<file path="config.mk">
export PLATFORM = sky130hd
export DESIGN_NAME = dcd_control_decode
export DESIGN_NICKNAME = d
export VERILOG_FILES = /design/src/dcd_control_decode.v /design/src/dcd_sync2.v
export VERILOG_INCLUDE_DIRS = /design/src
export SDC_FILE = /design/constraint.sdc
export NUM_CORES = 1
export LEC_CHECK = 0
export ABC_AREA = 0
export BUFFER_PORTS_ARGS = -buffer_cell sky130_fd_sc_hd__buf_4
export CAP_MARGIN = 20
export CELL_PAD_IN_SITES_DETAIL_PLACEMENT = 2
export CELL_PAD_IN_SITES_GLOBAL_PLACEMENT = 2
export CORE_ASPECT_RATIO = 2
export CORE_MARGIN = 2
export CORE_UTILIZATION = 25
export DETAILED_ROUTE_END_ITERATION = 12
export PLACE_DENSITY_LB_ADDON = 0.1
export SYNTH_ARGS = -nofsm -noshare
export SYNTH_HDL_FRONTEND = slang
export SYNTH_HIERARCHICAL = 1
export SYNTH_SLANG_ARGS = --single-unit
export TNS_END_PERCENT = 20
</file>
<file path="constraint.sdc">
create_clock -name clock_i -period 1.2 [get_ports clock_i]
set_clock_uncertainty 0.05 [all_clocks]
set_input_delay 0.18 -clock clock_i [delete_from_list [all_inputs] [get_ports clock_i]]
set_output_delay 0.18 -clock clock_i [all_outputs]
set_load 0.1 [all_outputs]
</file>
<file path="src/dcd_consts.vh">
`ifndef DCD_CONSTS_VH
`define DCD_CONSTS_VH
// control word layout
`define DCD_WORD_W 16
`define DCD_ADDR_HI 15
`define DCD_ADDR_LO 14
`define DCD_ADDR_CTRL 2'h0
`define DCD_FREQ_REG_SELECT_BIT_POS 11
`define DCD_PSEL_POS 10
`define DCD_SRC_POS 9
`define DCD_RST_POS 8
`define DCD_CLKGATE_POS 7
`define DCD_PWRDN_POS 6
`define DCD_SIGNEN_POS 5
`define DCD_FIELD_HI 11
`define DCD_FIELD_LO 5
`define DCD_FIELD_W 7
// all decoded bits clear after reset: bit control, clock running, converter on
`define DCD_FIELD_RST 7'h00
`endif

</file>
<file path="src/dcd_control_decode.v">
// How it works
// - frequency-select bit picks tuning word zero or one under bit control
// - phase-select bit picks phase offset zero or one under bit control
// - source bit 1: selects, reset and converter power-down come from pins
// - source bit 0: selects, reset and converter power-down come from bits
// - reset bit drives internal reset only while source bit is 0
// - reset bit 1 clears internal registers, output sits at midscale
// - reset bit 0 leaves internal reset inactive
// - clock-gate bit 1 stops the internal master clock
// - stopped clock halts accumulation, output holds its last value
// - clock-gate bit 0 runs the clock and accumulation normally
// - with source bit 0, converter power-down bit 1 powers converter down
// - converter power-down bit 0 keeps the converter active
// - sign-output enable 1 drives the sign output pin
// - sign-output enable 0 leaves sign output pin high impedance
// - control bits are taken on the internal falling master-clock edge; the code samples them on the rising clock_i edge
// - under pin control, select pins choose frequency and phase registers
`timescale 1ns/1ps
`default_nettype none
`include "dcd_consts.vh"
module dcd_control_decode (
  input wire clock_i,
  input wire rst_i,
  input wire word_valid_i,
  input wire [`DCD_WORD_W-1:0] word_i,
  input wire freq_select_pin_i,
  input wire phase_select_pin_i,
  input wire reset_pin_i,
  input wire powerdown_pin_i,
  input wire sign_data_i,
  output reg tuning_word_sel_o,
  output reg phase_offset_sel_o,
  output reg internal_reset_o,
  output reg osc_clock_en_o,
  output reg converter_powerdown_o,
  output reg sign_out_o,
  output reg sign_out_oe_o,
  output wire [`DCD_FIELD_W-1:0] control_bits_o
);
  reg [`DCD_FIELD_W-1:0] ctrl;
  wire [3:0] pins_sync;
  wire freq_reg_select_bit;
  wire phase_reg_select_bit;
  wire control_source_bit;
  wire reset_bit;
  wire clock_gate_bit;
  wire converter_powerdown_bit;
  wire sign_output_enable_bit;
  reg next_freq_reg_select_bit;
  reg next_psel;
  reg next_rst;
  reg next_pd;

  function is_ctrl_write;
    input [`DCD_WORD_W-1:0] w;
    begin
      is_ctrl_write = (w[`DCD_ADDR_HI:`DCD_ADDR_LO] == `DCD_ADDR_CTRL);
    end
  endfunction

  dcd_sync2 #(.W(4)) u_sync (
    .clock_i(clock_i),
    .rst_i(rst_i),
    .async_i({freq_select_pin_i, phase_select_pin_i, reset_pin_i, powerdown_pin_i}),
    .sync_o(pins_sync)
  );

  // single rising-edge domain stands in for the falling-edge sample point
  always @(posedge clock_i) begin
    if (rst_i) begin
      ctrl <= `DCD_FIELD_RST;
    end else if (word_valid_i && is_ctrl_write(word_i)) begin
      ctrl <= word_i[`DCD_FIELD_HI:`DCD_FIELD_LO];
    end
  end

  assign freq_reg_select_bit = ctrl[`DCD_FREQ_REG_SELECT_BIT_POS-`DCD_FIELD_LO];
  assign phase_reg_select_bit = ctrl[`DCD_PSEL_POS-`DCD_FIELD_LO];
  assign control_source_bit = ctrl[`DCD_SRC_POS-`DCD_FIELD_LO];
  assign reset_bit = ctrl[`DCD_RST_POS-`DCD_FIELD_LO];
  assign clock_gate_bit = ctrl[`DCD_CLKGATE_POS-`DCD_FIELD_LO];
  assign converter_powerdown_bit = ctrl[`DCD_PWRDN_POS-`DCD_FIELD_LO];
  assign sign_output_enable_bit = ctrl[`DCD_SIGNEN_POS-`DCD_FIELD_LO];
  assign control_bits_o = ctrl;

  always @* begin
    if (control_source_bit) begin
      next_freq_reg_select_bit = pins_sync[3];
      next_psel = pins_sync[2];
      next_rst = pins_sync[1];
      next_pd = pins_sync[0];
    end else begin
      next_freq_reg_select_bit = freq_reg_select_bit;
      next_psel = phase_reg_select_bit;
      next_rst = reset_bit;
      next_pd = converter_powerdown_bit;
    end
  end

  // outputs registered; reset state keeps oscillator halted-free and pin released
  always @(posedge clock_i) begin
    if (rst_i) begin
      tuning_word_sel_o <= 1'b0;
      phase_offset_sel_o <= 1'b0;
      internal_reset_o <= 1'b0;
      osc_clock_en_o <= 1'b1;
      converter_powerdown_o <= 1'b0;
      sign_out_o <= 1'b0;
      sign_out_oe_o <= 1'b0;
    end else begin
      tuning_word_sel_o <= next_freq_reg_select_bit;
      phase_offset_sel_o <= next_psel;
      internal_reset_o <= next_rst;
      // enable low freezes accumulator, so the converter holds its value
      osc_clock_en_o <= ~clock_gate_bit;
      converter_powerdown_o <= next_pd;
      sign_out_o <= sign_data_i;
      sign_out_oe_o <= sign_output_enable_bit;
    end
  end
endmodule
`default_nettype wire

</file>
<file path="src/dcd_sync2.v">
`timescale 1ns/1ps
`default_nettype none
// two-stage synchroniser for pin levels
module dcd_sync2 #(
  parameter W = 2
) (
  input wire clock_i,
  input wire rst_i,
  input wire [W-1:0] async_i,
  output reg [W-1:0] sync_o
);
  reg [W-1:0] stage1;
  always @(posedge clock_i) begin
    if (rst_i) begin
      stage1 <= {W{1'b0}};
      sync_o <= {W{1'b0}};
    end else begin
      stage1 <= async_i;
      sync_o <= stage1;
    end
  end
endmodule
`default_nettype wire

</file>
==> flow_summary.toml <==
[timing]
slew-limit-headroom = 0.797
holdWs_ps = 78.7
hold_viol = 0
finalCriticalPeriod_ps = 1160
tightest_slew_ps = 304
clock.fmax_ghz = 0.863
maxSlewViolCount = 0
rsz0062_at_grt = "false"
period_share = 0.966
finalSetupViolations = 0
finalSetupTns_ps = 0
setup_ws_ps = 41.4

[power_and_ir_drop]
power_mw = 1.52
ir_worst_vdd_mv = 0.777
p_comb_frac = 0.152
intPower_mw = 1.13
total_leakage_power_nw = 0.466
pwr-share-seq = 0.504
power.switching_uw = 388
power_density_nw_per_um2 = 1410
switching_share = 0.255
clkPwrFrac = 0.344

[cells_and_area]
synthToLayoutAreaGrowth_pct = 44.5
drive_gt1_frac = 0.429
antenna_cells = 0
final_area_um2 = 1080
fillers = 334
nNetsFinal = 123

[synthesis]
ys_seq_area_frac = 0.589
synth_area_leaders = "dfxtp_1 59%, mux2i_1 13%, nand2b_1 10%"
syn_avg_cell_area_um2 = 11.7
synth_top_area_frac = 0.589
synth.net_count = 88
ys_types = 9
syn-cell-area_um2 = 748
synth.ff_latch_count = 22
yosys_warnings = 6
yosysTopAreaCell = "dfxtp_1"
syn_inst = 64

[route]
ant_nets = 0
num_vias = 552
drt_wl_total_um = 1520
drc = 0
drt_pass1_iterations = 2
wl_per_cell_um = 11.9
drtIter0Drc = 7
via_per_inst = 4.31

[placed_design]
dpl-instance-area_um2 = 1020
io_buffers = 30
dp_hpwl_um = 1150
dp_slack_ps = 45.8
gp_congestion = 0.640

[grt]
grt_max_degree = 22
grt_pass1_vias = 622
grt_pass1_wl_um = 2530
antenna_found_initial = 0
grtUsageTotal = 0.0972
overflow = 0

[worst_setup_path]
cpPeakStageDelay_ps = 370
cp.required_ps = 970
cp-start-kind = "flop"
path_cells = "buf_4"
worst-path-buf-inv = 1
crit_type = "flop to primary output"
end_kind = "primary output"
cp_top_family = "flip-flops"
cp_data_arrival_time_ps = 930
cpMaxStageDelayCell = "dfxtp_1"
rrSetupSlack_ps = 330
path_max_fanout = 3

[cts]
ctsRootBufferMaster = "clkbuf_8"
clk_pin_slew_ps = 80
htreeDepth = 1
cts_tree = "done"
numCtsBuffers = 3
cts.hold.buffers_added = 0
cts_sinks = 22
cts_setup_buffers = 0
clock_latency_ps = 260
cts_max_path_buffers = 2

[run_status]
status = "complete, no violations"

[die]
die_area_um2 = 3470
rows = 28
coreArea_um2 = 2910
start_util = 0.257
fp.dieH_um = 81.4
io_pins = 38
die_width_um = 42.7

[run]
maxCapViolations = 0

[hold_path]
hp-class = "primary input to flop"
[flip-flops by register name, summed over array words and instances, names as in the netlist]
| name | flops |
|---|---|
| converter_powerdown_o | 1 |
| sign_out_o | 1 |
| control_bits_o | 7 |
| sign_out_oe_o | 1 |
| osc_clock_en_o | 1 |
| u_sync/stage1 | 4 |
| internal_reset_o | 1 |
| u_sync/sync_o | 4 |
| tuning_word_sel_o | 1 |
| phase_offset_sel_o | 1 |
[power groups by stage]
stage	registers (mW)	clock network, mW	logic (mW)
after floorplan	0.886	0	0.0506
after global placement	0.785	0	0.229
after detailed placement	0.786	0	0.232
after CTS	0.769	0.544	0.234
after global routing	0.772	0.577	0.244
final	0.768	0.524	0.231
[layout by cell type, fill, tap and decap left out, types with 2 or more instances in the layout]
cell type / netlist / final
buf_4: 0 / 31
buf_6: 1 / 2
clkbuf_8: 0 / 4
dfxtp_1: 22 / 19
dfxtp_2: 0 / 2
mux2i_1: 10 / 10
nand2b_1: 12 / 12
nor2_1: 4 / 4
nor2b_1: 11 / 11
[cells by family (layout without fill, tap and decap cells)]
| group | count (synthesis) | count (layout) | share of synthesized area |
|---|---|---|---|
| buf+inv | 3 | 37 | 0.0284 |
| simple gates | 28 | 28 | 0.229 |
| mux | 11 | 11 | 0.154 |
| flops | 22 | 22 | 0.589 |
[worst paths after layout]
| kind | end | from | depth (start not counted) |
|---|---|---|---|
| setup reg to reg | control_bits_o[0]$_SDFFE_PP0P_ | control_bits_o[0]$_SDFFE_PP0P_ | 2 |
| setup / recovery | control_bits_o[1] | control_bits_o[1]$_SDFFE_PP0P_ | 1 |
| hold / removal | u_sync/stage1[1]$_SDFF_PP0_ | reset_pin_i | 2 |
| hold reg to reg | osc_clock_en_o$_SDFF_PP1_ | control_bits_o[2]$_SDFFE_PP0P_ | 1 |
[timing repair]
action,in CTS,in global routing
pin swaps,0,0
gates resized for setup,1,1
endpoints found under the setup margin,1,1
[layer usage]
metal  share of wire  up-vias  GRT usage
met4           0.024        0     0.0656
met1            0.38      257     0.0941
met2            0.53       22      0.174
met3           0.069        4     0.0244
li1                -      269          -
met5               0        -          0
[final cells by class]
cell class | count | area (um^2) | share of cell area
timing repair buffer | 33 | 255 | 0.236
clock buffer | 4 | 55.1 | 0.0509
tap | 30 | 37.5 | 0.0347
sequential | 22 | 447 | 0.413
multi-input combinational | 39 | 287 | 0.265
[stage by stage]
step,util,instances
2_1_floorplan,-,64
3_3_place_gp,0.350,124
3_5_place_dp,0.350,124
4_1_cts,0.370,128
5_1_grt,0.372,128
6_report,0.372,128
[cells in the mapped netlist]
master	instances
dfxtp_1	22
nand2b_1	12
nor2b_1	11
mux2i_1	10
nor2_1	4
buf_2	2
buf_6	1
mux2_4	1
nor3b_2	1
Note: power is estimated with default switching activity, not from simulation.
